[config.mk]
export PLATFORM = sky130hd
export DESIGN_NAME = rtc_status_control
export DESIGN_NICKNAME = d
export VERILOG_FILES = /design/src/rtl/rtc_pkg.sv /design/src/rtl/setting_check_if.sv /design/src/rtl/rtc_status_control.sv /design/src/rtl/sec_divider.sv /design/src/rtl/setting_range_check.sv
export VERILOG_INCLUDE_DIRS = /design/src /design/src/rtl
export SDC_FILE = /design/constraint.sdc
export NUM_CORES = 1
export LEC_CHECK = 0
export ABC_AREA = 1
export BUFFER_PORTS_ARGS = -buffer_cell sky130_fd_sc_hd__buf_2
export CAP_MARGIN = 10
export CORE_ASPECT_RATIO = 0.75
export CORE_MARGIN = 2
export CORE_UTILIZATION = 60
export DETAILED_ROUTE_END_ITERATION = 10
export MAX_ROUTING_LAYER = met4
export PLACE_DENSITY = 0.78
export RECOVER_POWER = 50
export SETUP_SLACK_MARGIN = 0.02
export SKIP_LAST_GASP = 1
export SLEW_MARGIN = 20
export SYNTH_ARGS = -nofsm -noshare
export SYNTH_HDL_FRONTEND = slang
export SYNTH_SLANG_ARGS = --single-unit
[constraint.sdc]
create_clock -name core_clk -period 5.7 [get_ports core_clk]
set_input_delay 1.14 -clock core_clk [delete_from_list [all_inputs] [get_ports core_clk]]
set_output_delay 1.14 -clock core_clk [all_outputs]
set_load 0.005 [all_outputs]
[src/rtl/rtc_map.svh]
/*
 Constants of the clock status and settings block: word indices of the
 clock data area, status word bit positions, the no-change code, reset values
 and timing counts. Assumes inclusion by every file that needs them.
*/
// Summary of operation
// - Reject out-of-range clock settings, flag error
// - Hours 0-23 (24h) or 1-12 morning (12h)
// - Afternoon hours coded 81-92, bit 7 set
// - Operating hours accepted up to 999999
// - Weekday 1 Sunday through 7 Saturday
// - Leap-year setting 0 to 3 years ago
// - Valid setting clears earlier error bit
// - Field FF leaves that value unchanged
// - Transfer only words fitting the region
// - Ignore settings beyond available region space
// - Clock counts in run and stop alike
// - Area writes follow mode, bits 4, 5
// - Clear request bits 2, 10, 14 when handled
// - Error bits 0, 8, 12 on rejection
// - Keep requests on bad config, space, hardware
// - Bit 0 clock error, bit 1 12-hour mode
// - Bit 3 enables reading out current time
// - Bit 2 requests clock setting transfer
// - Settings and stop time lost on reset
// - Block area word at base plus index
// - Flag area word at base plus twice index
// - Status word location given by configuration
// - All area values packed BCD
// - Stop with bit 4 refreshes words 0-3
// - Run refreshes current words continually
// - Bit 5 logs stop time in words 18-21
`ifndef RTC_MAP_SVH
`define RTC_MAP_SVH

// ==========================================================
// Timing
`define RTC_SEC_NS 1000000000
`define RTC_CLK_NS 8
`define RTC_SEC_CYCLES (`RTC_SEC_NS / `RTC_CLK_NS)

// ==========================================================
// Word indices in the clock data area
`define W_CLK_SET 5'h04
`define W_PRM_SET 5'h08
`define W_OH_SET 5'h0F
`define W_LAST 5'h15

// ==========================================================
// Status word bits
`define B_CLK_ERR 0
`define B_MODE12 1
`define B_CLK_REQ 2
`define B_READ_EN 3
`define B_STOP_UPD 4
`define B_STOP_LOG 5
`define B_OH_ERR 8
`define B_OH_EN 9
`define B_OH_REQ 10
`define B_PRM_ERR 12
`define B_PRM_REQ 14

// ==========================================================
// Values
`define NO_CHANGE 8'hFF
`define RST_CAL {8'h00, 8'h04, 8'h01, 8'h04, 8'h92, 8'h12, 8'h00, 8'h00}

`endif

[src/rtl/rtc_pkg.sv]
/*
 Types of the clock status and settings block.
 Assumes nothing of its surroundings.
*/
package rtc_pkg;

	// ==========================================================
	// Sequencer
	typedef enum logic [2:0] {
		S_IDLE = 3'b000,
		S_RSTAT = 3'b001,
		S_SEL = 3'b011,
		S_RSET = 3'b010,
		S_EVAL = 3'b110,
		S_WSTAT = 3'b111,
		S_WDATA = 3'b101
	} state_type;

	typedef enum logic [1:0] {G_CLK = 2'h0, G_PRM = 2'h1, G_OH = 2'h2} group_type;

	// ==========================================================
	// Calendar, all fields packed BCD
	typedef struct packed {
		logic [7:0] leap;
		logic [7:0] wday;
		logic [7:0] day;
		logic [7:0] month;
		logic [7:0] year;
		logic [7:0] hour;
		logic [7:0] min;
		logic [7:0] sec;
	} cal_type;

	typedef struct packed {
		state_type st;
		group_type grp;
		logic [4:0] cnt;
		logic [15:0] stat;
		logic [3:0][15:0] buf_w;
		cal_type cal;
		cal_type prm;
		cal_type stopc;
		logic stop_pend;
		logic run_d;
		logic [7:0] oh_sec;
		logic [7:0] oh_min;
		logic [23:0] oh_hr;
		logic rd_en;
		logic wr_en;
		logic [15:0] addr;
		logic [15:0] wdata;
	} core_type;

	typedef struct packed {
		logic [26:0] cnt;
		logic tick;
	} div_type;

endpackage

[src/rtl/setting_check_if.sv]
/*
 Carries a group of setting words to the range checker and its verdict.
 Assumes the checker answers combinationally.
*/
interface setting_check_if;
	logic [3:0][15:0] words;
	rtc_pkg::group_type grp;
	logic mode12;
	logic ok;
	modport asker(output words, output grp, output mode12, input ok);
	modport judge(input words, input grp, input mode12, output ok);
endinterface

[src/rtl/rtc_status_control.sv]
/*
 Real-time clock with its status word and clock data area handling:
 counts time, date and operating hours, takes or rejects settings that
 software leaves in the area, and refreshes the area each second.
 Assumes a word memory that returns read data the cycle after it sees
 mem_rd_en, and that writes on mem_wr_en at once.
*/
`include "rtc_map.svh"
module rtc_status_control #(
	parameter int unsigned SEC_CYCLES = `RTC_SEC_CYCLES
) (
	input wire logic core_clk,
	input wire logic nrst,
	input wire logic run_mode,
	input wire logic param_ok,
	input wire logic hw_fault,
	input wire logic area_in_block,
	input wire logic [15:0] area_base,
	input wire logic [15:0] area_end,
	input wire logic [15:0] stat_addr,
	input wire logic [15:0] mem_rdata,
	output logic mem_rd_en,
	output logic mem_wr_en,
	output logic [15:0] mem_addr,
	output logic [15:0] mem_wdata
);
	rtc_pkg::core_type s_reg;
	rtc_pkg::core_type s_next;
	logic tick;

	setting_check_if chk_if();

	// ==========================================================
	// Leaves
	sec_divider #(
		.CYCLES(SEC_CYCLES)
	) u_div (
		.core_clk(core_clk),
		.nrst(nrst),
		.tick(tick)
	);

	setting_range_check u_chk (
		.chk(chk_if)
	);

	assign chk_if.words = s_reg.buf_w;
	assign chk_if.grp = s_reg.grp;
	assign chk_if.mode12 = s_reg.stat[`B_MODE12];

	// ==========================================================
	// BCD arithmetic
	function automatic logic [7:0] bcd_inc(input logic [7:0] v);
		if (v[3:0] == 4'h9) begin
			return {v[7:4] + 4'h1, 4'h0};
		end else begin
			return {v[7:4], v[3:0] + 4'h1};
		end
	endfunction

	function automatic logic [7:0] mrg(input logic [7:0] old, input logic [7:0] nw);
		return (nw == `NO_CHANGE) ? old : nw;
	endfunction

	function automatic logic [7:0] month_len(input rtc_pkg::cal_type c);
		case (c.month)
			8'h02: return (c.leap == 8'h00) ? 8'h29 : 8'h28;
			8'h04, 8'h06, 8'h09, 8'h11: return 8'h30;
			default: return 8'h31;
		endcase
	endfunction

	// ==========================================================
	// One second of calendar
	function automatic rtc_pkg::cal_type cal_tick(input rtc_pkg::cal_type c,
			input logic m12);
		rtc_pkg::cal_type r;
		logic day_roll;
		r = c;
		day_roll = 1'b0;
		if (c.sec != 8'h59) begin
			r.sec = bcd_inc(c.sec);
		end else begin
			r.sec = 8'h00;
			if (c.min != 8'h59) begin
				r.min = bcd_inc(c.min);
			end else begin
				r.min = 8'h00;
				if (m12) begin
					if (c.hour == 8'h12) begin
						r.hour = 8'h81;
					end else if (c.hour == 8'h92) begin
						r.hour = 8'h01;
					end else begin
						r.hour = bcd_inc(c.hour);
						day_roll = (c.hour == 8'h91);
					end
				end else if (c.hour == 8'h23) begin
					r.hour = 8'h00;
					day_roll = 1'b1;
				end else begin
					r.hour = bcd_inc(c.hour);
				end
			end
		end
		if (day_roll) begin
			r.wday = (c.wday == 8'h07) ? 8'h01 : bcd_inc(c.wday);
			if (c.day == month_len(c)) begin
				r.day = 8'h01;
				if (c.month == 8'h12) begin
					r.month = 8'h01;
					r.year = (c.year == 8'h99) ? 8'h00 : bcd_inc(c.year);
					r.leap = (c.leap == 8'h03) ? 8'h00 : bcd_inc(c.leap);
				end else begin
					r.month = bcd_inc(c.month);
				end
			end else begin
				r.day = bcd_inc(c.day);
			end
		end
		return r;
	endfunction

	// ==========================================================
	// Clock data area addressing
	function automatic logic [16:0] word_addr(input logic [4:0] k);
		if (area_in_block) begin
			return {1'b0, area_base} + {12'h000, k};
		end else begin
			return {1'b0, area_base} + {11'h000, k, 1'b0};
		end
	endfunction

	function automatic logic in_space(input logic [4:0] k);
		return word_addr(k) <= {1'b0, area_end};
	endfunction

	function automatic logic [15:0] cal_word(input rtc_pkg::cal_type c,
			input logic [1:0] i);
		case (i)
			2'h0: return {c.leap, c.wday};
			2'h1: return {c.day, c.month};
			2'h2: return {c.year, c.hour};
			default: return {c.min, c.sec};
		endcase
	endfunction

	function automatic logic [15:0] out_word(input rtc_pkg::core_type s,
			input logic [4:0] k);
		case (k)
			5'h0C: return {8'h00, s.oh_sec};
			5'h0D: return {s.oh_min, s.oh_hr[7:0]};
			5'h0E: return {s.oh_hr[15:8], s.oh_hr[23:16]};
			5'h12, 5'h13, 5'h14, 5'h15: return cal_word(s.stopc, k[1:0] + 2'h2);
			default: return cal_word(s.cal, k[1:0]);
		endcase
	endfunction

	function automatic logic want_write(input rtc_pkg::core_type s, input logic [4:0] k);
		if (k <= 5'h03) begin
			return s.stat[`B_READ_EN] && (run_mode || s.stat[`B_STOP_UPD]);
		end else if (k >= 5'h0C && k <= 5'h0E) begin
			return s.stat[`B_READ_EN] && run_mode;
		end else if (k >= 5'h12) begin
			return s.stat[`B_STOP_LOG] && s.stop_pend;
		end else begin
			return 1'b0;
		end
	endfunction

	// ==========================================================
	// Setting groups
	function automatic logic [4:0] grp_base(input rtc_pkg::group_type g);
		case (g)
			rtc_pkg::G_PRM: return `W_PRM_SET;
			rtc_pkg::G_OH: return `W_OH_SET;
			default: return `W_CLK_SET;
		endcase
	endfunction

	function automatic logic [4:0] grp_len(input rtc_pkg::group_type g);
		return (g == rtc_pkg::G_OH) ? 5'h03 : 5'h04;
	endfunction

	function automatic int req_bit(input rtc_pkg::group_type g);
		case (g)
			rtc_pkg::G_PRM: return `B_PRM_REQ;
			rtc_pkg::G_OH: return `B_OH_REQ;
			default: return `B_CLK_REQ;
		endcase
	endfunction

	function automatic int err_bit(input rtc_pkg::group_type g);
		case (g)
			rtc_pkg::G_PRM: return `B_PRM_ERR;
			rtc_pkg::G_OH: return `B_OH_ERR;
			default: return `B_CLK_ERR;
		endcase
	endfunction

	// ==========================================================
	// Next state
	always_comb begin
		logic carry;
		logic stop_evt;
		logic [4:0] last;
		carry = 1'b0;
		stop_evt = s_reg.run_d && !run_mode;
		last = grp_base(s_reg.grp) + grp_len(s_reg.grp) - 5'h01;
		s_next = s_reg;
		s_next.rd_en = 1'b0;
		s_next.wr_en = 1'b0;
		s_next.run_d = run_mode;

		// Counting does not depend on run or stop
		if (tick) begin
			s_next.cal = cal_tick(s_reg.cal, s_reg.stat[`B_MODE12]);
			if (s_reg.stat[`B_OH_EN]) begin
				if (s_reg.oh_sec != 8'h59) begin
					s_next.oh_sec = bcd_inc(s_reg.oh_sec);
				end else begin
					s_next.oh_sec = 8'h00;
					if (s_reg.oh_min != 8'h59) begin
						s_next.oh_min = bcd_inc(s_reg.oh_min);
					end else begin
						s_next.oh_min = 8'h00;
						carry = 1'b1;
					end
				end
				for (int i = 0; i < 3; i++) begin
					if (carry) begin
						if (s_reg.oh_hr[i*8 +: 8] == 8'h99) begin
							s_next.oh_hr[i*8 +: 8] = 8'h00;
						end else begin
							s_next.oh_hr[i*8 +: 8] = bcd_inc(s_reg.oh_hr[i*8 +: 8]);
							carry = 1'b0;
						end
					end
				end
			end
		end

		// Time of the run to stop switch
		if (stop_evt) begin
			s_next.stopc = s_reg.cal;
			s_next.stop_pend = 1'b1;
		end

		case (s_reg.st)
			rtc_pkg::S_IDLE: begin
				s_next.cnt = 5'h00;
				if (tick && param_ok && !hw_fault) begin
					s_next.rd_en = 1'b1;
					s_next.addr = stat_addr;
					s_next.st = rtc_pkg::S_RSTAT;
				end
			end
			rtc_pkg::S_RSTAT: begin
				s_next.cnt = s_reg.cnt + 5'h01;
				if (s_reg.cnt == 5'h01) begin
					s_next.stat = mem_rdata;
					s_next.grp = rtc_pkg::G_CLK;
					s_next.st = rtc_pkg::S_SEL;
				end
			end
			rtc_pkg::S_SEL: begin
				s_next.cnt = 5'h00;
				if (s_reg.stat[req_bit(s_reg.grp)] && in_space(last)) begin
					s_next.st = rtc_pkg::S_RSET;
				end else if (s_reg.grp == rtc_pkg::G_OH) begin
					s_next.st = rtc_pkg::S_WSTAT;
				end else begin
					s_next.grp = rtc_pkg::group_type'(s_reg.grp + 2'h1);
				end
			end
			rtc_pkg::S_RSET: begin
				s_next.cnt = s_reg.cnt + 5'h01;
				if (s_reg.cnt < grp_len(s_reg.grp)) begin
					s_next.rd_en = 1'b1;
					s_next.addr = 16'(word_addr(grp_base(s_reg.grp) + s_reg.cnt));
				end
				if (s_reg.cnt >= 5'h02) begin
					s_next.buf_w[s_reg.cnt[1:0] - 2'h2] = mem_rdata;
				end
				if (s_reg.cnt == grp_len(s_reg.grp) + 5'h01) begin
					s_next.st = rtc_pkg::S_EVAL;
				end
			end
			rtc_pkg::S_EVAL: begin
				s_next.stat[req_bit(s_reg.grp)] = 1'b0;
				s_next.stat[err_bit(s_reg.grp)] = !chk_if.ok;
				if (chk_if.ok) begin
					case (s_reg.grp)
						rtc_pkg::G_CLK: begin
							s_next.cal.leap = mrg(s_reg.cal.leap, s_reg.buf_w[0][15:8]);
							s_next.cal.wday = mrg(s_reg.cal.wday, s_reg.buf_w[0][7:0]);
							s_next.cal.day = mrg(s_reg.cal.day, s_reg.buf_w[1][15:8]);
							s_next.cal.month = mrg(s_reg.cal.month, s_reg.buf_w[1][7:0]);
							s_next.cal.year = mrg(s_reg.cal.year, s_reg.buf_w[2][15:8]);
							s_next.cal.hour = mrg(s_reg.cal.hour, s_reg.buf_w[2][7:0]);
							s_next.cal.min = mrg(s_reg.cal.min, s_reg.buf_w[3][15:8]);
							s_next.cal.sec = mrg(s_reg.cal.sec, s_reg.buf_w[3][7:0]);
						end
						rtc_pkg::G_PRM: begin
							s_next.prm.wday = mrg(s_reg.prm.wday, s_reg.buf_w[0][7:0]);
							s_next.prm.day = mrg(s_reg.prm.day, s_reg.buf_w[1][15:8]);
							s_next.prm.month = mrg(s_reg.prm.month, s_reg.buf_w[1][7:0]);
							s_next.prm.hour = mrg(s_reg.prm.hour, s_reg.buf_w[2][7:0]);
							s_next.prm.min = mrg(s_reg.prm.min, s_reg.buf_w[3][15:8]);
							s_next.prm.sec = mrg(s_reg.prm.sec, s_reg.buf_w[3][7:0]);
						end
						default: begin
							s_next.oh_sec = mrg(s_reg.oh_sec, s_reg.buf_w[0][7:0]);
							s_next.oh_min = mrg(s_reg.oh_min, s_reg.buf_w[1][15:8]);
							s_next.oh_hr[7:0] = mrg(s_reg.oh_hr[7:0], s_reg.buf_w[1][7:0]);
							s_next.oh_hr[15:8] = mrg(s_reg.oh_hr[15:8], s_reg.buf_w[2][15:8]);
							s_next.oh_hr[23:16] = mrg(s_reg.oh_hr[23:16], s_reg.buf_w[2][7:0]);
						end
					endcase
				end
				if (s_reg.grp == rtc_pkg::G_OH) begin
					s_next.st = rtc_pkg::S_WSTAT;
				end else begin
					s_next.grp = rtc_pkg::group_type'(s_reg.grp + 2'h1);
					s_next.st = rtc_pkg::S_SEL;
				end
			end
			rtc_pkg::S_WSTAT: begin
				s_next.wr_en = 1'b1;
				s_next.addr = stat_addr;
				s_next.wdata = s_reg.stat;
				s_next.cnt = 5'h00;
				s_next.st = rtc_pkg::S_WDATA;
			end
			rtc_pkg::S_WDATA: begin
				if (want_write(s_reg, s_reg.cnt) && in_space(s_reg.cnt)) begin
					s_next.wr_en = 1'b1;
					s_next.addr = 16'(word_addr(s_reg.cnt));
					s_next.wdata = out_word(s_reg, s_reg.cnt);
				end
				s_next.cnt = s_reg.cnt + 5'h01;
				if (s_reg.cnt == `W_LAST) begin
					s_next.st = rtc_pkg::S_IDLE;
					if (s_reg.stat[`B_STOP_LOG] && !stop_evt) begin
						s_next.stop_pend = 1'b0;
					end
				end
			end
			default: begin
				s_next.st = rtc_pkg::S_IDLE;
			end
		endcase
	end

	// ==========================================================
	// State register
	always_ff @(posedge core_clk) begin
		if (!nrst) begin
			s_reg <= '0;
			s_reg.cal <= `RST_CAL;
		end else begin
			s_reg <= s_next;
		end
	end

	assign mem_rd_en = s_reg.rd_en;
	assign mem_wr_en = s_reg.wr_en;
	assign mem_addr = s_reg.addr;
	assign mem_wdata = s_reg.wdata;
endmodule

[src/rtl/sec_divider.sv]
/*
 Divides the core clock down to a one-cycle pulse per second.
 Assumes CYCLES is at least two.
*/
`include "rtc_map.svh"
module sec_divider #(
	parameter int unsigned CYCLES = `RTC_SEC_CYCLES
) (
	input wire logic core_clk,
	input wire logic nrst,
	output logic tick
);
	rtc_pkg::div_type d_reg;
	rtc_pkg::div_type d_next;

	// ==========================================================
	// Counter
	always_comb begin
		d_next = d_reg;
		d_next.tick = 1'b0;
		if (d_reg.cnt == 27'(CYCLES - 1)) begin
			d_next.cnt = 27'h0;
			d_next.tick = 1'b1;
		end else begin
			d_next.cnt = d_reg.cnt + 27'h1;
		end
	end

	always_ff @(posedge core_clk) begin
		if (!nrst) begin
			d_reg <= '0;
		end else begin
			d_reg <= d_next;
		end
	end

	assign tick = d_reg.tick;
endmodule

[src/rtl/setting_range_check.sv]
/*
 Range check of one group of clock, prompt or hours-counter settings.
 Assumes words arrive in area order, high byte the left field.
*/
`include "rtc_map.svh"
module setting_range_check (
	setting_check_if.judge chk
);
	// ==========================================================
	// Field checks
	function automatic logic in_rng(input logic [7:0] b, input logic [7:0] lo,
			input logic [7:0] hi);
		return (b == `NO_CHANGE) ||
			(b[7:4] <= 4'h9 && b[3:0] <= 4'h9 && b >= lo && b <= hi);
	endfunction

	function automatic logic hour_ok(input logic [7:0] b, input logic m12);
		if (b == `NO_CHANGE) begin
			return 1'b1;
		end else if (m12) begin
			return in_rng({1'b0, b[6:0]}, 8'h01, 8'h12);
		end else begin
			return in_rng(b, 8'h00, 8'h23);
		end
	endfunction

	function automatic logic date_time_ok(input logic [3:0][15:0] w, input logic m12);
		return in_rng(w[0][7:0], 8'h01, 8'h07) &&
			in_rng(w[1][15:8], 8'h01, 8'h31) &&
			in_rng(w[1][7:0], 8'h01, 8'h12) &&
			hour_ok(w[2][7:0], m12) &&
			in_rng(w[3][15:8], 8'h00, 8'h59) &&
			in_rng(w[3][7:0], 8'h00, 8'h59);
	endfunction

	// ==========================================================
	// Verdict
	always_comb begin
		case (chk.grp)
			rtc_pkg::G_CLK: chk.ok = date_time_ok(chk.words, chk.mode12) &&
				in_rng(chk.words[0][15:8], 8'h00, 8'h03) &&
				in_rng(chk.words[2][15:8], 8'h00, 8'h99);
			rtc_pkg::G_PRM: chk.ok = date_time_ok(chk.words, chk.mode12);
			rtc_pkg::G_OH: chk.ok = in_rng(chk.words[0][7:0], 8'h00, 8'h59) &&
				in_rng(chk.words[1][15:8], 8'h00, 8'h59) &&
				in_rng(chk.words[1][7:0], 8'h00, 8'h99) &&
				in_rng(chk.words[2][15:8], 8'h00, 8'h99) &&
				in_rng(chk.words[2][7:0], 8'h00, 8'h99);
			default: chk.ok = 1'b0;
		endcase
	end
endmodule

==> metrics.txt <==
# TYPE chip_impl_metric gauge
chip_impl_info{name="worst_setup_start_kind",value="register"} 1
chip_impl_info{name="grt_setup_unrepaired",value="false"} 1
chip_impl_metric{name="synthAdderAreaFrac",unit="%"} 8.206
chip_impl_metric{name="synthesis.area",unit="sq mm"} 0.02183
chip_impl_metric{name="nets",unit=""} 3551
chip_impl_metric{name="worst_setup_hold_path_clk_slew",unit="ns"} 0.06
chip_impl_metric{name="ctsHtreeMaxLevel",unit=""} 2
chip_impl_metric{name="crit_arrival",unit="ns"} 5.55
chip_impl_metric{name="p_leak",unit="nW"} 9.986
chip_impl_metric{name="area.growth.synth_to_final",unit="%"} 7.593
chip_impl_info{name="failed_checks",value="capacitance limit, slew limit"} 1
chip_impl_metric{name="crit_fanout",unit=""} 52
chip_impl_metric{name="detailedRoute.firstPassIterationCount",unit=""} 8
chip_impl_metric{name="post_drt_via_cell_ratio",unit=""} 6.247
chip_impl_metric{name="peak_clock_frequency_supported_by_timing",unit="MHz"} 188.8
chip_impl_metric{name="latest_clock_arrival_within_the_worst_skew_pair",unit="ns"} 0.53
chip_impl_metric{name="yosysWarnings",unit=""} 0
chip_impl_metric{name="gr-usage-all-layers",unit="%"} 44.42
chip_impl_metric{name="finish.cell_count_without_fillers",unit=""} 3832
chip_impl_info{name="cts_tree",value="done"} 1
chip_impl_metric{name="grt_pass1_vias",unit=""} 20940
chip_impl_metric{name="post-synth-top-area-fraction",unit="%"} 29.52
chip_impl_metric{name="cts.path.max_buffers",unit=""} 3
chip_impl_metric{name="max_slew_margin",unit="%"} -168.0
chip_impl_metric{name="detail_route.wirelength",unit="um"} 83500
chip_impl_metric{name="ios",unit=""} 104
chip_impl_metric{name="gp_routability_congestion",unit=""} 1.062
chip_impl_metric{name="period_needed",unit="ns"} 5.297
chip_impl_metric{name="largest_net_degree_at_the_start_of_global_routing",unit=""} 89
chip_impl_info{name="combinational_family_with_the_most_area_after_synthesis",value="simple AND/OR/NAND/NOR gates"} 1
chip_impl_metric{name="rows",unit=""} 60
chip_impl_metric{name="postSynthRegisterBits",unit=""} 322
chip_impl_metric{name="power.ir.vdd_worst",unit="mV"} 0.2632
chip_impl_info{name="synthTopCellsByArea",value="dfxtp_1, nand2_1, ha_1, a21oi_1, o21ai_0"} 1
chip_impl_metric{name="number_of_enable_type_register_cells_in_the_synthesized_netlist",unit=""} 0
chip_impl_metric{name="route.met3.wl",unit="um"} 14820
chip_impl_metric{name="max_cap_violations",unit=""} 4
chip_impl_metric{name="worst_path_bufs_invs",unit=""} 1
chip_impl_metric{name="final-setup-viol-count",unit=""} 0
chip_impl_metric{name="synthArstFlopShare",unit="%"} 0
chip_impl_metric{name="required",unit="ns"} 5.95
chip_impl_info{name="ctsRootBufferMaster",value="clkbuf_16"} 1
chip_impl_metric{name="synth_compound_gate_area_share",unit="%"} 19.45
chip_impl_info{name="run_status",value="finished with violations"} 1
chip_impl_metric{name="cts_hold_buf",unit=""} 0
chip_impl_info{name="path_delay_family",value="simple AND/OR/NAND/NOR gates"} 1
chip_impl_metric{name="routed-wl-met2",unit="um"} 30330
chip_impl_metric{name="numCtsBuffers",unit=""} 36
chip_impl_info{name="critical_path.cell_chain",value="nand2_1 -> nor2_1 -> nand2_1 -> nand2_1 -> nand2_1 -> inv_1 -> nand3b_1 -> nor2_1 -> nand3_2 -> nand2_4 -> nand3_1 -> nand2_1 -> nand2_1 -> a21oi_1 -> nor2_1"} 1
chip_impl_info{name="crit_slowest_cell",value="nand3_1"} 1
chip_impl_info{name="worst-setup-path-type",value="reg -> reg"} 1
chip_impl_metric{name="cts_repair_resize_count",unit=""} 0
chip_impl_metric{name="place_hpwl",unit="um"} 62770
chip_impl_metric{name="detailroute.via_count",unit=""} 23940
chip_impl_metric{name="dieArea",unit="sq mm"} 0.03795
chip_impl_info{name="timing.hold.worst.class",value="reg -> reg"} 1
chip_impl_metric{name="antenna_violating_nets_post_route",unit=""} 0
chip_impl_metric{name="timing.final.max_slew_violations",unit=""} 197
chip_impl_metric{name="mappedNetlistNets",unit=""} 3533
chip_impl_info{name="dominant_cell_by_count_in_the_synthesized_netlist",value="nand2_1"} 1
chip_impl_metric{name="power.density",unit="mW/mm^2"} 236.4
chip_impl_metric{name="largest_reg_flops",unit=""} 191
chip_impl_metric{name="setup_total_negative_slack",unit="ns"} 0
chip_impl_metric{name="clock_sink_count",unit=""} 322
chip_impl_metric{name="grt.overflow.total",unit=""} 0
chip_impl_metric{name="wirelength_met1",unit="um"} 36070
chip_impl_metric{name="post_cts_buffers",unit=""} 0
chip_impl_metric{name="fillCellCount",unit=""} 3285
chip_impl_metric{name="syn_area_per_cell",unit="sq um"} 6.569
chip_impl_metric{name="floorplan.die.width",unit="um"} 224.3
chip_impl_info{name="endpoint_kind",value="register"} 1
chip_impl_metric{name="floorplan.die.height",unit="um"} 169.2
chip_impl_metric{name="synth_unique_cells",unit=""} 56
chip_impl_metric{name="synth_xor_xnor_area_share",unit="%"} 3.049
chip_impl_metric{name="number_of_antenna_violations_at_the_first_check_in_global_routing",unit=""} 4
chip_impl_info{name="timing.critical_path.mode_cell",value="nand2_1"} 1
chip_impl_metric{name="numPlacedInstances",unit=""} 3769
chip_impl_metric{name="grt_pass1_wl",unit="um"} 125400
chip_impl_metric{name="synth-simple-area-share",unit="%"} 29.33
chip_impl_metric{name="dr.first_iter.drc_count",unit=""} 3642
chip_impl_info{name="synthDominantAreaCellType",value="dfxtp_1"} 1
chip_impl_metric{name="drc_violation_count_after_routing",unit=""} 0
chip_impl_info{name="synth_top_flop_cell",value="dfxtp_1"} 1
chip_impl_metric{name="finalCritPeriodShare",unit="%"} 92.94
chip_impl_metric{name="yosysSeqAreaShare",unit="%"} 29.52
chip_impl_info{name="topRoutingLayerUsed",value="met4"} 1
chip_impl_metric{name="synth_mux_area_share",unit="%"} 0.09169
chip_impl_info{name="synth_commonest_cells",value="nand2_1, inv_1, nor2_1"} 1
chip_impl_metric{name="start_util",unit="%"} 60.85
chip_impl_metric{name="synthesis.instances",unit=""} 3324
chip_impl_metric{name="routed_wire_length_per_instance",unit="um"} 21.79
chip_impl_metric{name="core_region_area",unit="sq mm"} 0.03588
chip_impl_metric{name="timing_worst_slew_pin_value",unit="ns"} 4.019
chip_impl_metric{name="crit_path_largest_cell_delay",unit="ns"} 1.49
chip_impl_metric{name="final_layout_size_suffix_gt1_share",unit="%"} 7.255
chip_impl_metric{name="placement.io_buffers",unit=""} 103
chip_impl_metric{name="finClkSkew",unit="ns"} 0.01377
chip_impl_metric{name="hold_viol_final",unit=""} 0
[cell families (layout without fill, tap and decap cells)]
logic type / Yosys count / count (layout)
xor+xnor: 76 / 76
simple gates: 1467 / 1467
mux: 2 / 2
fa+ha+maj: 139 / 139
other cells: 0 / 4
buf+inv: 540 / 579
compound gates: 778 / 778
flops: 322 / 322
[final cells by class]
cell class | instances | area, sq um | share of cell area, %
multi-input cells | 2462 | 13120 | 55.85
flip-flops and latches | 322 | 6446 | 27.44
clock buffers | 47 | 1033 | 4.399
clock inverters | 12 | 121.4 | 0.5166
inverters | 382 | 1439 | 6.125
diodes | 4 | 10.01 | 0.04261
repair buffers | 138 | 740.7 | 3.153
well taps | 465 | 581.8 | 2.477
[final timing paths]
path | start | endpoint | slack, ns | cells past startpoint
min | u_div.d_reg[1] | u_div.d_reg[1] | 0.46 | 1
max | chk_if.words[30] | s_reg[263] | 0.40 | 15
min reg2reg | u_div.d_reg[1] | u_div.d_reg[1] | 0.46 | 1
max reg2reg | chk_if.words[30] | s_reg[263] | 0.40 | 15
[power by group]
| group | internal [mW] | switching (mW) | total (mW) |
|---|---|---|---|
| Sequential | 2.32 | 0.0541 | 2.37 |
| Clock | 1.36 | 0.983 | 2.35 |
| Combinational | 0.249 | 0.585 | 0.835 |
| Total | 3.93 | 1.62 | 5.55 |
[cells in the final DEF, fill, tap and decap left out, types with 18 or more instances in the layout]
master,synthesis,final
dfxtp_1,322,322
o211ai_1,34,34
xor2_1,68,68
a21oi_1,310,310
nor3_1,55,55
ha_1,132,132
a31oi_1,18,18
nand2_1,708,708
o221ai_1,20,20
buf_2,16,92
o21ai_1,48,48
buf_4,38,28
inv_1,360,363
nand4_1,66,66
o21ai_0,284,284
nor2_1,341,342
clkbuf_16,0,37
nand3_1,217,218
[routing by layer]
metal / vias to the layer above / track usage (%)
li1: 11080 / -
met1: 11110 / 65.27
met2: 1593 / 54.24
met3: 163 / 18.65
met4: 0 / 11.09
met5: - / -
[per-stage QoR]
| step | setup WS, ns | hold WS (ns) | area, sq um | utilization [%] | total power [mW] |
|---|---|---|---|---|---|
| floorplan | 1.401 | 0.4175 | 21830 | - | 2.946 |
| global placement | 0.3781 | 0.4322 | 22380 | 62.37 | 3.200 |
| detailed placement | 0.3289 | 0.4478 | 22380 | 62.37 | 3.215 |
| CTS | 0.8659 | 0.4564 | 23540 | 65.59 | 5.508 |
| global route | 0.1876 | 0.4759 | 23490 | 65.47 | 5.725 |
| finish | 0.4026 | 0.4574 | 23490 | 65.47 | 5.553 |
(Power assumes the default switching activity.)
